===== config.mk =====
export PLATFORM = sky130hd
export DESIGN_NAME = spsf_top
export DESIGN_NICKNAME = d
export VERILOG_FILES = /design/src/spsf_sync.v /design/src/spsf_top.v
export VERILOG_INCLUDE_DIRS = /design/src /design/src/inc
export SDC_FILE = /design/constraint.sdc
export NUM_CORES = 1
export LEC_CHECK = 0
export BUFFER_PORTS_ARGS = -buffer_cell sky130_fd_sc_hd__buf_2
export CAP_MARGIN = 20
export CORE_UTILIZATION = 34
export CTS_BUF_LIST = sky130_fd_sc_hd__clkbuf_4 sky130_fd_sc_hd__clkbuf_8 sky130_fd_sc_hd__clkbuf_16
export DETAILED_ROUTE_END_ITERATION = 10
export GPL_TIMING_DRIVEN = 0
export PLACE_DENSITY_LB_ADDON = 0.08
export SLEW_MARGIN = 25
export SYNTH_ARGS = -nofsm -noshare
export SYNTH_HDL_FRONTEND = slang
export SYNTH_SLANG_ARGS = --single-unit

===== constraint.sdc =====
create_clock -name SYS_CLK_I -period 4.7 [get_ports SYS_CLK_I]
set_input_delay 0.47 -clock SYS_CLK_I [delete_from_list [all_inputs] [get_ports SYS_CLK_I]]
set_output_delay 0.47 -clock SYS_CLK_I [all_outputs]
set_load 0.02 [all_outputs]

===== src/inc/spsf_map.vh =====
// spsf_map.vh: register offsets, field positions, reset values for the serial status flag bank
// assumes: included by the design files of the spsf block; definitions only
`ifndef SPSF_MAP_VH
`define SPSF_MAP_VH

// ----------------------------------------------------------------------
// word offsets (byte addresses, one aligned 32-bit word each)
// ----------------------------------------------------------------------
`define SPSF_OFS_P01 8'h00
`define SPSF_OFS_MODE 8'h04
`define SPSF_OFS_LINK 8'h08
`define SPSF_OFS_UNIT 8'h0C
`define SPSF_OFS_P01_ALT 8'h10
`define SPSF_OFS_MODE_ALT 8'h14
`define SPSF_OFS_LINK_ALT 8'h18
`define SPSF_OFS_UNIT_ALT 8'h1C
`define SPSF_OFS_IRQ_STAT 8'h20
`define SPSF_OFS_IRQ_EN 8'h24
`define SPSF_OFS_IRQ_CLR 8'h28
`define SPSF_OFS_ERR_P1 8'h2C
`define SPSF_OFS_ERR_P2 8'h30

// ----------------------------------------------------------------------
// field positions, port0/port1 word
// ----------------------------------------------------------------------
`define SPSF_B_P1_MODE 2
`define SPSF_B_P1_ERR 7
`define SPSF_B_P1_RXD 8
`define SPSF_B_P1_TXD 9
`define SPSF_B_P0_RXD 14
`define SPSF_B_P0_TXD 15

// ----------------------------------------------------------------------
// field positions, mode and remote operation word
// ----------------------------------------------------------------------
`define SPSF_B_P0_MODE 0
`define SPSF_B_P1_LINK 1
`define SPSF_B_P2_MODE 2
`define SPSF_B_P1_AVAIL 4
`define SPSF_B_P1_END 5
`define SPSF_B_P2_ERR 7
`define SPSF_B_P2_RXD 8
`define SPSF_B_P2_TXD 9
`define SPSF_B_P2_AVAIL 10
`define SPSF_B_P2_END 11

// ----------------------------------------------------------------------
// link word, unit word, interrupt event bits
// ----------------------------------------------------------------------
`define SPSF_B_LINK_ERR 0
`define SPSF_UNITS 4
`define SPSF_EVENTS 8
`define SPSF_EV_P0_RXD 0
`define SPSF_EV_P0_TXD 1
`define SPSF_EV_P1_ERR 2
`define SPSF_EV_P2_ERR 3
`define SPSF_EV_P2_RXD 4
`define SPSF_EV_P2_TXD 5
`define SPSF_EV_REM_END 6
`define SPSF_EV_LINK_ERR 7

// ----------------------------------------------------------------------
// reset values
// ----------------------------------------------------------------------
`define SPSF_RST_WORD 16'h0000
`define SPSF_RST_ERRCODE 16'h0000
`define SPSF_RST_IRQ 8'h00

`endif


===== src/spsf_sync.v =====
// spsf_sync.v: two flip-flop synchroniser for a bundle of pin levels
// assumes: inputs arrive from outside the clock domain; ce freezes state
`timescale 1ns/1ns
module spsf_sync #(
  parameter W = 8
) (
  input wire clk_i,
  input wire rst_i,
  input wire ce_i,
  input wire [W-1:0] d_i,
  output reg [W-1:0] q_o
);
  reg [W-1:0] meta;

  // first stage is read by the second stage only
  always @(posedge clk_i) begin
    if (rst_i) begin
      meta <= {W{1'b0}};
      q_o <= {W{1'b0}};
    end else if (ce_i) begin
      meta <= d_i;
      q_o <= meta;
    end
  end
endmodule


===== src/spsf_top.v =====
// spsf_top.v: status flag bank for three serial ports and the inter-controller link
// assumes: port and link engines drive level and pulse pins asynchronously;
// software reads over classic wishbone, 32-bit data, one cycle ack
//
// Functional notes
// - port0 reception-done set on terminating code
// - port0 transmit-done set on end, cleared on request
// - flags update at once, no scan latching
// - port, mode, link and unit word bits mirrored at alternate address
// - port0/port2 mode flags follow general-purpose mode
// - port1 link flag while assigned to link
// - port1 remote availability: 0 busy, 1 ready
// - port1 remote end: 1 error, code stored
// - port2 remote availability, end flag, code stored
// - port2 error set on error, cleared by transmit
// - port2 receive and transmit done flags
// - link error on link fault or bad settings
// - unit assurance bit high while unit normal
// - port1 error set on error, cleared by transmit
`timescale 1ns/1ns
`include "spsf_map.vh"
module spsf_top (
  input wire SYS_CLK_I,
  input wire RST_I,
  input wire CE_I,
  // wishbone slave
  input wire CYC_I,
  input wire STB_I,
  input wire WE_I,
  input wire [7:0] ADR_I,
  input wire [3:0] SEL_I,
  input wire [31:0] DAT_I,
  output reg [31:0] DAT_O,
  output reg ACK_O,
  output reg INT_O,
  // port engines, levels
  input wire P0_GP_MODE_I,
  input wire P2_GP_MODE_I,
  input wire P1_LINK_MODE_I,
  input wire P1_REM_BUSY_I,
  input wire P2_REM_BUSY_I,
  input wire [`SPSF_UNITS-1:0] UNIT_OK_I,
  input wire LINK_CFG_BAD_I,
  // port engines, pulses (one cycle or longer, edge taken)
  input wire P0_RX_END_I,
  input wire P0_TX_DONE_I,
  input wire P0_TX_REQ_I,
  input wire P1_TX_ERR_I,
  input wire P1_TX_REQ_I,
  input wire P2_RX_END_I,
  input wire P2_TX_DONE_I,
  input wire P2_TX_REQ_I,
  input wire P2_TX_ERR_I,
  input wire LINK_TX_ERR_I,
  input wire P1_REM_DONE_I,
  input wire P1_REM_FAIL_I,
  input wire [15:0] P1_REM_CODE_I,
  input wire P2_REM_DONE_I,
  input wire P2_REM_FAIL_I,
  input wire [15:0] P2_REM_CODE_I
);

  // ----------------------------------------------------------------------
  // pin synchronisers
  // ----------------------------------------------------------------------
  localparam NS = 24;
  wire [NS-1:0] pin_raw;
  wire [NS-1:0] pin_s;
  assign pin_raw = {P0_GP_MODE_I, P2_GP_MODE_I, P1_LINK_MODE_I, P1_REM_BUSY_I,
    P2_REM_BUSY_I, UNIT_OK_I, LINK_CFG_BAD_I, P0_RX_END_I, P0_TX_DONE_I,
    P0_TX_REQ_I, P1_TX_ERR_I, P1_TX_REQ_I, P2_RX_END_I, P2_TX_DONE_I,
    P2_TX_REQ_I, P2_TX_ERR_I, LINK_TX_ERR_I, P1_REM_DONE_I, P1_REM_FAIL_I,
    P2_REM_DONE_I, P2_REM_FAIL_I};

  spsf_sync #(
    .W(NS)
  ) u_sync (
    .clk_i(SYS_CLK_I),
    .rst_i(RST_I),
    .ce_i(CE_I),
    .d_i(pin_raw),
    .q_o(pin_s)
  );

  wire p0_mode = pin_s[23];
  wire p2_mode = pin_s[22];
  wire p1_link = pin_s[21];
  wire p1_busy = pin_s[20];
  wire p2_busy = pin_s[19];
  wire [`SPSF_UNITS-1:0] unit_ok = pin_s[18:15];
  wire link_cfg_bad = pin_s[14];
  wire [13:0] ev_lvl = pin_s[13:0];
  reg [13:0] ev_prev;
  wire [13:0] ev = ev_lvl & ~ev_prev;

  wire e_p0_rx = ev[13];
  wire e_p0_txd = ev[12];
  wire e_p0_req = ev[11];
  wire e_p1_err = ev[10];
  wire e_p1_req = ev[9];
  wire e_p2_rx = ev[8];
  wire e_p2_txd = ev[7];
  wire e_p2_req = ev[6];
  wire e_p2_err = ev[5];
  wire e_link_err = ev[4];
  wire e_p1_done = ev[3];
  wire e_p1_fail = ev[2];
  wire e_p2_done = ev[1];
  wire e_p2_fail = ev[0];

  // codes are held stable by the engine around its fail pulse, so two stages suffice
  reg [15:0] p1_code_m;
  reg [15:0] p1_code_s;
  reg [15:0] p2_code_m;
  reg [15:0] p2_code_s;

  // ----------------------------------------------------------------------
  // flag state
  // ----------------------------------------------------------------------
  reg p0_rxd;
  reg p0_txd;
  reg p1_err;
  reg p2_err;
  reg p2_rxd;
  reg p2_txd;
  reg p1_end;
  reg p2_end;
  reg link_err;
  reg [15:0] p1_errcode;
  reg [15:0] p2_errcode;
  reg [`SPSF_EVENTS-1:0] irq_stat;
  reg [`SPSF_EVENTS-1:0] irq_en;

  // set beats clear so an event in the clear cycle is kept
  function set_clr;
    input cur;
    input set;
    input clr;
    begin
      set_clr = set | (cur & ~clr);
    end
  endfunction

  always @(posedge SYS_CLK_I) begin
    if (RST_I) begin
      ev_prev <= 14'h0000;
      p1_code_m <= `SPSF_RST_ERRCODE;
      p1_code_s <= `SPSF_RST_ERRCODE;
      p2_code_m <= `SPSF_RST_ERRCODE;
      p2_code_s <= `SPSF_RST_ERRCODE;
      p0_rxd <= 1'b0;
      p0_txd <= 1'b0;
      p1_err <= 1'b0;
      p2_err <= 1'b0;
      p2_rxd <= 1'b0;
      p2_txd <= 1'b0;
      p1_end <= 1'b0;
      p2_end <= 1'b0;
      link_err <= 1'b0;
      p1_errcode <= `SPSF_RST_ERRCODE;
      p2_errcode <= `SPSF_RST_ERRCODE;
    end else if (CE_I) begin
      ev_prev <= ev_lvl;
      p1_code_m <= P1_REM_CODE_I;
      p1_code_s <= p1_code_m;
      p2_code_m <= P2_REM_CODE_I;
      p2_code_s <= p2_code_m;
      // flags move the cycle after the event, never held for a scan
      // reception-done stays set; the next arrival keeps it set
      p0_rxd <= p0_rxd | (p0_mode & e_p0_rx);
      p0_txd <= set_clr(p0_txd, p0_mode & e_p0_txd, e_p0_req);
      p1_err <= set_clr(p1_err, e_p1_err, e_p1_req);
      p2_err <= set_clr(p2_err, e_p2_err, e_p2_req);
      p2_rxd <= p2_rxd | (p2_mode & e_p2_rx);
      p2_txd <= set_clr(p2_txd, p2_mode & e_p2_txd, e_p2_req);
      link_err <= link_err | e_link_err | link_cfg_bad;
      if (e_p1_fail) begin
        p1_end <= 1'b1;
        p1_errcode <= p1_code_s;
      end else if (e_p1_done) begin
        p1_end <= 1'b0;
      end
      if (e_p2_fail) begin
        p2_end <= 1'b1;
        p2_errcode <= p2_code_s;
      end else if (e_p2_done) begin
        p2_end <= 1'b0;
      end
    end
  end

  // ----------------------------------------------------------------------
  // status words
  // ----------------------------------------------------------------------
  reg [15:0] w_p01;
  reg [15:0] w_mode;
  wire [15:0] w_link = {15'h0000, link_err};
  wire [15:0] w_unit = {12'h000, unit_ok};

  always @* begin
    w_p01 = `SPSF_RST_WORD;
    w_p01[`SPSF_B_P1_ERR] = p1_err;
    w_p01[`SPSF_B_P0_RXD] = p0_rxd;
    w_p01[`SPSF_B_P0_TXD] = p0_txd;
    w_mode = `SPSF_RST_WORD;
    w_mode[`SPSF_B_P0_MODE] = p0_mode;
    w_mode[`SPSF_B_P1_LINK] = p1_link;
    w_mode[`SPSF_B_P2_MODE] = p2_mode;
    w_mode[`SPSF_B_P1_AVAIL] = ~p1_busy;
    w_mode[`SPSF_B_P1_END] = p1_end;
    w_mode[`SPSF_B_P2_ERR] = p2_err;
    w_mode[`SPSF_B_P2_RXD] = p2_rxd;
    w_mode[`SPSF_B_P2_TXD] = p2_txd;
    w_mode[`SPSF_B_P2_AVAIL] = ~p2_busy;
    w_mode[`SPSF_B_P2_END] = p2_end;
  end

  // ----------------------------------------------------------------------
  // interrupt events
  // ----------------------------------------------------------------------
  // a bad link setting holds its interrupt bit set while it lasts, like the flag
  wire [`SPSF_EVENTS-1:0] irq_ev = {e_link_err | link_cfg_bad, e_p1_fail | e_p2_fail,
    p2_mode & e_p2_txd, p2_mode & e_p2_rx, e_p2_err, e_p1_err, p0_mode & e_p0_txd,
    p0_mode & e_p0_rx};

  wire bus_req = CYC_I & STB_I & ~ACK_O;
  wire bus_wr = bus_req & WE_I & SEL_I[0];

  always @(posedge SYS_CLK_I) begin
    if (RST_I) begin
      irq_stat <= `SPSF_RST_IRQ;
      irq_en <= `SPSF_RST_IRQ;
      INT_O <= 1'b0;
    end else if (CE_I) begin
      if (bus_wr && ADR_I == `SPSF_OFS_IRQ_CLR) begin
        irq_stat <= irq_ev | (irq_stat & ~DAT_I[`SPSF_EVENTS-1:0]);
      end else begin
        irq_stat <= irq_ev | irq_stat;
      end
      if (bus_wr && ADR_I == `SPSF_OFS_IRQ_EN) begin
        irq_en <= DAT_I[`SPSF_EVENTS-1:0];
      end
      INT_O <= |(irq_stat & irq_en);
    end
  end

  // ----------------------------------------------------------------------
  // wishbone read path
  // ----------------------------------------------------------------------
  reg [31:0] rd;

  always @* begin
    case (ADR_I)
      `SPSF_OFS_P01, `SPSF_OFS_P01_ALT: rd = {16'h0000, w_p01};
      `SPSF_OFS_MODE, `SPSF_OFS_MODE_ALT: rd = {16'h0000, w_mode};
      `SPSF_OFS_LINK, `SPSF_OFS_LINK_ALT: rd = {16'h0000, w_link};
      `SPSF_OFS_UNIT, `SPSF_OFS_UNIT_ALT: rd = {16'h0000, w_unit};
      `SPSF_OFS_IRQ_STAT: rd = {24'h00_0000, irq_stat};
      `SPSF_OFS_IRQ_EN: rd = {24'h00_0000, irq_en};
      `SPSF_OFS_ERR_P1: rd = {16'h0000, p1_errcode};
      `SPSF_OFS_ERR_P2: rd = {16'h0000, p2_errcode};
      default: rd = 32'h0000_0000;
    endcase
  end

  // status words are read-only: writes are acknowledged and dropped
  always @(posedge SYS_CLK_I) begin
    if (RST_I) begin
      ACK_O <= 1'b0;
      DAT_O <= 32'h0000_0000;
    end else if (CE_I) begin
      ACK_O <= bus_req;
      if (bus_req && !WE_I) begin
        DAT_O <= rd;
      end
    end
  end
endmodule


=== After elaboration in Yosys (flattened, before gate mapping) ===
Cells that the tools add are included.

* Flip-flop bits (word level): 217
* Input port bits: 106
* Logic and storage cells: 94

* Eq/ne operators: 12
* Multiplexer cells: 6
* Bitwise operators: 35
* Reduce and logical (&&, ||, !) cells: 18

{| class="wikitable"
|+ Operators with widths
! cell !! count
|-
| case mux 16 bit (8 select lines) || 1
|-
| == test 8 x 6 -> 1 bit, second input constant || 5
|-
| == test 8 x 5 -> 1 bit, second input constant || 4
|-
| bitwise AND 8 bit || 2
|-
| == test 8 x 4 -> 1 bit, second input constant || 2
|-
| OR 8 bit || 2
|-
| bitwise AND 14 bit || 1
|-
| NOT 14 bit || 1
|-
| bitwise AND 1 bit || 12
|-
| AND reduction 2 bit || 6
|-
| OR 1 bit || 10
|-
| == test 8 x 3 -> 1 bit, second input constant || 1
|-
| zero test 8 bit || 1
|-
| 2-to-1 mux 8 bit || 1
|-
| NOT 8 bit || 1
|-
| OR reduction 2 bit || 4
|-
| OR reduction 8 bit || 1
|-
| NOT 1 bit || 6
|-
| 2-to-1 mux 1 bit || 4
|-
| nonzero test 2 bit || 2
|-
| logical AND 1 bit || 3
|-
| zero test 1 bit || 1
|}

=== Depth between registers and ports, before layout ===
* Word-level depth: 6
* Mapped depth: 7

=== By module ===
Synthesis repeated with hierarchy kept, for this count alone.

* Cell total of the unflattened synthesis: 827
* Area total of the unflattened synthesis: 7892.6 µm²

{| class="wikitable"
|+ By module, submodules not included
! module !! times used !! cells an instance !! area each (µm²)
|-
| spsf_top || 1 || 672 || 6163.4
|-
| spsf_sync || 1 || 155 || 1729.2
|}

=== Worst setup path after synthesis ===
No wires, ideal clock.

* Kind: in2reg
* From: in ADR_I[7]
* To: reg DAT_O[0]
* Setup time: 0.062 ns
* Arrival time: 1.872 ns
* Data required time: 4.638 ns
* Slack: 2.766 ns
* Stages on the path: 6
* Buffers on the path: 1
* Cells stage by stage: or4_1 -> buf_6 -> nor2_8 -> nand3_4 -> or4b_1 -> nand3_1

* Word-level cells in the longest chain between the ends: 3

{| class="wikitable"
|+ RTL lines
! item !! RTL line !! RTL
|-
| start, declared || spsf_top.v:30 || <nowiki>input wire [7:0] ADR_I,</nowiki>
|-
| == test 8 x 4 -> 1 bit, or another cell as far along || spsf_top.v:253 || <nowiki>case (ADR_I)</nowiki>
|-
| OR reduction 2 bit || spsf_top.v:253 ||
|-
| case mux 16 bit (8 select lines) * || spsf_top.v:253 ||
|-
| end signal, assigned || spsf_top.v:274 || <nowiki>DAT_O <= rd;</nowiki>
|-
| end, declared || spsf_top.v:33 || <nowiki>output reg [31:0] DAT_O,</nowiki>
|}

Every way passes the cells marked *; elsewhere a longest branch is shown, timed or not.
A chain may end at the register's enable or synchronous reset.

==> reports/qor.txt <==
Status: finished, final reports clean
Worst Max-Slew Pin Slew: 0.840 ns
Crit-path max FO: 10
R2R depth: 5
Max incr delay on CP: 0.67 ns
RSZ-0062 raised after global routing: no
Gate Count Post-Synth: 841
Syn-to-layout area delta: 22.2%
Yosys top cell by area: dfxtp_1
Overflow after GRT: 0
Top post-synthesis cells by count: 201 x dfxtp_1, 141 x nor2_1, 138 x mux2i_1
Synthesized area: 0.00793 mm^2
# rows: 55
CTS root buffer: clkbuf_16
Hold Startpoint: P1_REM_CODE_I[14]
Utilization after layout: 42.6%
VDD IR max: 0.246 mV
Vias in the first global route: 5921
Worst-path cell chain: buf_2, clkbuf_1, buf_2, clkbuf_1, o21ai_0, a21oi_1
Layout cells sized above 1: 17.0%
Final setup viols: 0
DP HPWL: 16300 um
Worst hold path depth: 3
Yosys synthesis warning count: 0
Skew final: 0.00964 ns
First-pass GRT wire length: 33700 um
Share of synthesized registers carrying an async set or reset: 0%
NumNets Final: 1081
Filler cell count: 2341
Htree depth: 1
Fin crit share: 44.3%
Relative slew slack: 44.0%
FF-to-FF Start: ACK_O
Max-Cap Viols: 0
Clk sink count: 201
Critical path arrival: 2.51 ns
Post-CTS Hold Fix Bufs: 0
DR vias: 6141
CTS tree: done
Largest net degree at the start of global routing: 13
Number of synthesized flops with an enable pin: 0
IO Pins: 140
Lkg Pwr: 4.05 nW
Core Area: 0.0228 mm^2
Total wire length: 21600 um
Pwr/cell area: 412 mW/mm^2
Worst hold endpoint: p1_code_m[14]
Port bufs: 93
Most numerous cell in the Yosys netlist: dfxtp_1
Synth area leaders: dfxtp_1 51%, mux2i_1 17%, nor2_1 6.7%
Die height: 155 um
Final hold violations: 0
Vias per std cell: 4.71
Sequential-to-total area share from yosys stat: 50.7%
Reg2reg setup slack: 2.71 ns
Die width: 155 um
Crit-path leading delay family: buffers and inverters
Total CTS buffers: 24
Crit. End Element: flip-flop
Clk slew on worst S/H paths: 0.06 ns
GPL Wtd Cong: 0.886
Number of diodes: 0
Setup CP Type: primary input to flip-flop
Die area: 0.0239 mm^2
Antenna-violating nets left: 0
Maximum root-to-sink buffer count: 3
Postcts setup bufs: 0
Count of cell types in the netlist: 53
CP Buf/Inv Count: 4
FF+latch count, synth: 201
Critical path launch point type: primary input
DRC violations left: 0
Mapped Avg Cell Area: 9.43 um^2
Post-CTS sizing: 0
CP max-delay cell: clkbuf_1
DRT iter0 DRCs: 310
Slew Viols, Final: 0
Synth top area share: 50.7%
Pre-antenna DRT Iters: 4
CP required: 5.13 ns
Antenna violations before repair: 0
Primary FF master, synth: dfxtp_1
Type of the most critical hold path: primary input to flip-flop
Initial Utilization: 34.8%
Clock Latency Late Sink: 0.51 ns
RR Endpoint: DAT_O[0]
TNS Setup: 0 ns
Fmax: 480 MHz
Total track usage: 18.2%
Drt wl/cell: 16.5 um
Fin crit period: 2.08 ns
==> layer usage <==
layer	up-vias	global-route usage (%)	share of wire [%]
li1	3132	-	-
met1	2844	25.4	49
met2	134	29.2	45
met3	31	2.75	4.3
met4	0	4.43	2.1
met5	-	0	0
==> worst min-delay path: cells and delay by family <==
| family | cells | cell delay, ns |
|---|---|---|
| and+or+nand+nor | 1 | 0.07 |
| buffers and inverters | 1 | 0.07 |
| muxes | 1 | 0.05 |
==> flip-flops by register name, indices dropped and copies added (netlist names), 8 cells and up <==
signal       flops
irq_stat         8
irq_en           8
u_sync.meta     24
p1_errcode      16
p2_code_s       16
u_sync.q_o      24
p2_errcode      16
p1_code_s       16
ev_prev         14
p2_code_m       16
DAT_O           16
p1_code_m       16
==> logic make-up after synthesis <==
kind of cell / after synthesis / share of synthesized area [%]
DFF: 201 / 50.7
other: 1 / 0.0473
AOI/OAI and AO/OA: 115 / 8.77
buffers and inverters: 73 / 4.65
and+or+nand+nor: 312 / 18.3
muxes: 139 / 17.6
==> placed cells by master, fill, tap and decap left out, types with 2 or more instances in the layout <==
cell type  instances
a211oi_1           3
a21oi_1           59
a22o_1            11
a22oi_1           12
a31oi_1            2
and2_1             2
and3_1             7
and3b_1            2
buf_1              9
buf_2             97
buf_4             18
buf_6              3
bufinv_16          3
clkbuf_1          35
clkbuf_16         25
clkbuf_4           7
clkbuf_8           6
conb_1            16
dfxtp_1          201
inv_1              3
mux2i_1          138
nand2_1          106
nand2b_1           2
nand3_1            8
nand3b_1          11
nand4_1            3
nand4b_1           5
nor2_1           141
nor2b_1            4
nor3_1             6
o21ai_0           12
o21ai_1            4
o22ai_1            3
o2bb2ai_1          3
==> report_power, final <==
| group | internal [mW] | switching [mW] |
|---|---|---|
| registers | 1.76 | 0.0330 |
| clock network | 1.26 | 0.682 |
| logic | 0.109 | 0.155 |
| total | 3.13 | 0.870 |
==> per-stage QoR <==
stage / setup slack (ns) / cells / cell area [um^2] / hold slack (ns) / power, mW
after floorplan: 2.77 / 856 / 7990 / 0.426 / 1.99
after global placement: 2.03 / 1262 / 8850 / 0.440 / 2.09
after detailed placement: 2.04 / 1262 / 8850 / 0.444 / 2.09
after CTS: 2.56 / 1303 / 9700 / 0.183 / 4.06
after global routing: 2.49 / 1303 / 9700 / 0.200 / 4.15
final: 2.62 / 1303 / 9700 / 0.201 / 4.00
==> worst max path at each step <==
stage | startpoint | end | slack [ns] | depth (start not counted)
2_1_floorplan | ADR_I[7] | DAT_O[0] | 2.77 | 6
3_3_place_gp | CE_I | link_err | 2.03 | 6
3_5_place_dp | CE_I | link_err | 2.04 | 6
4_1_cts | CE_I | link_err | 2.56 | 6
5_1_grt | CE_I | link_err | 2.49 | 6
6_report | CE_I | link_err | 2.62 | 6
==> layout make-up <==
class | instances | area [um^2] | area share (%)
buffer | 69 | 354 | 3.65
clock buffer | 38 | 761 | 7.84
clock inverter | 3 | 90.1 | 0.929
inverter | 4 | 15.0 | 0.155
multi-input combinational | 582 | 3600 | 37.1
sequential | 201 | 4020 | 41.5
tap | 313 | 392 | 4.04
timing repair buffer | 93 | 465 | 4.80
Power figures use the tool's default switching activity.
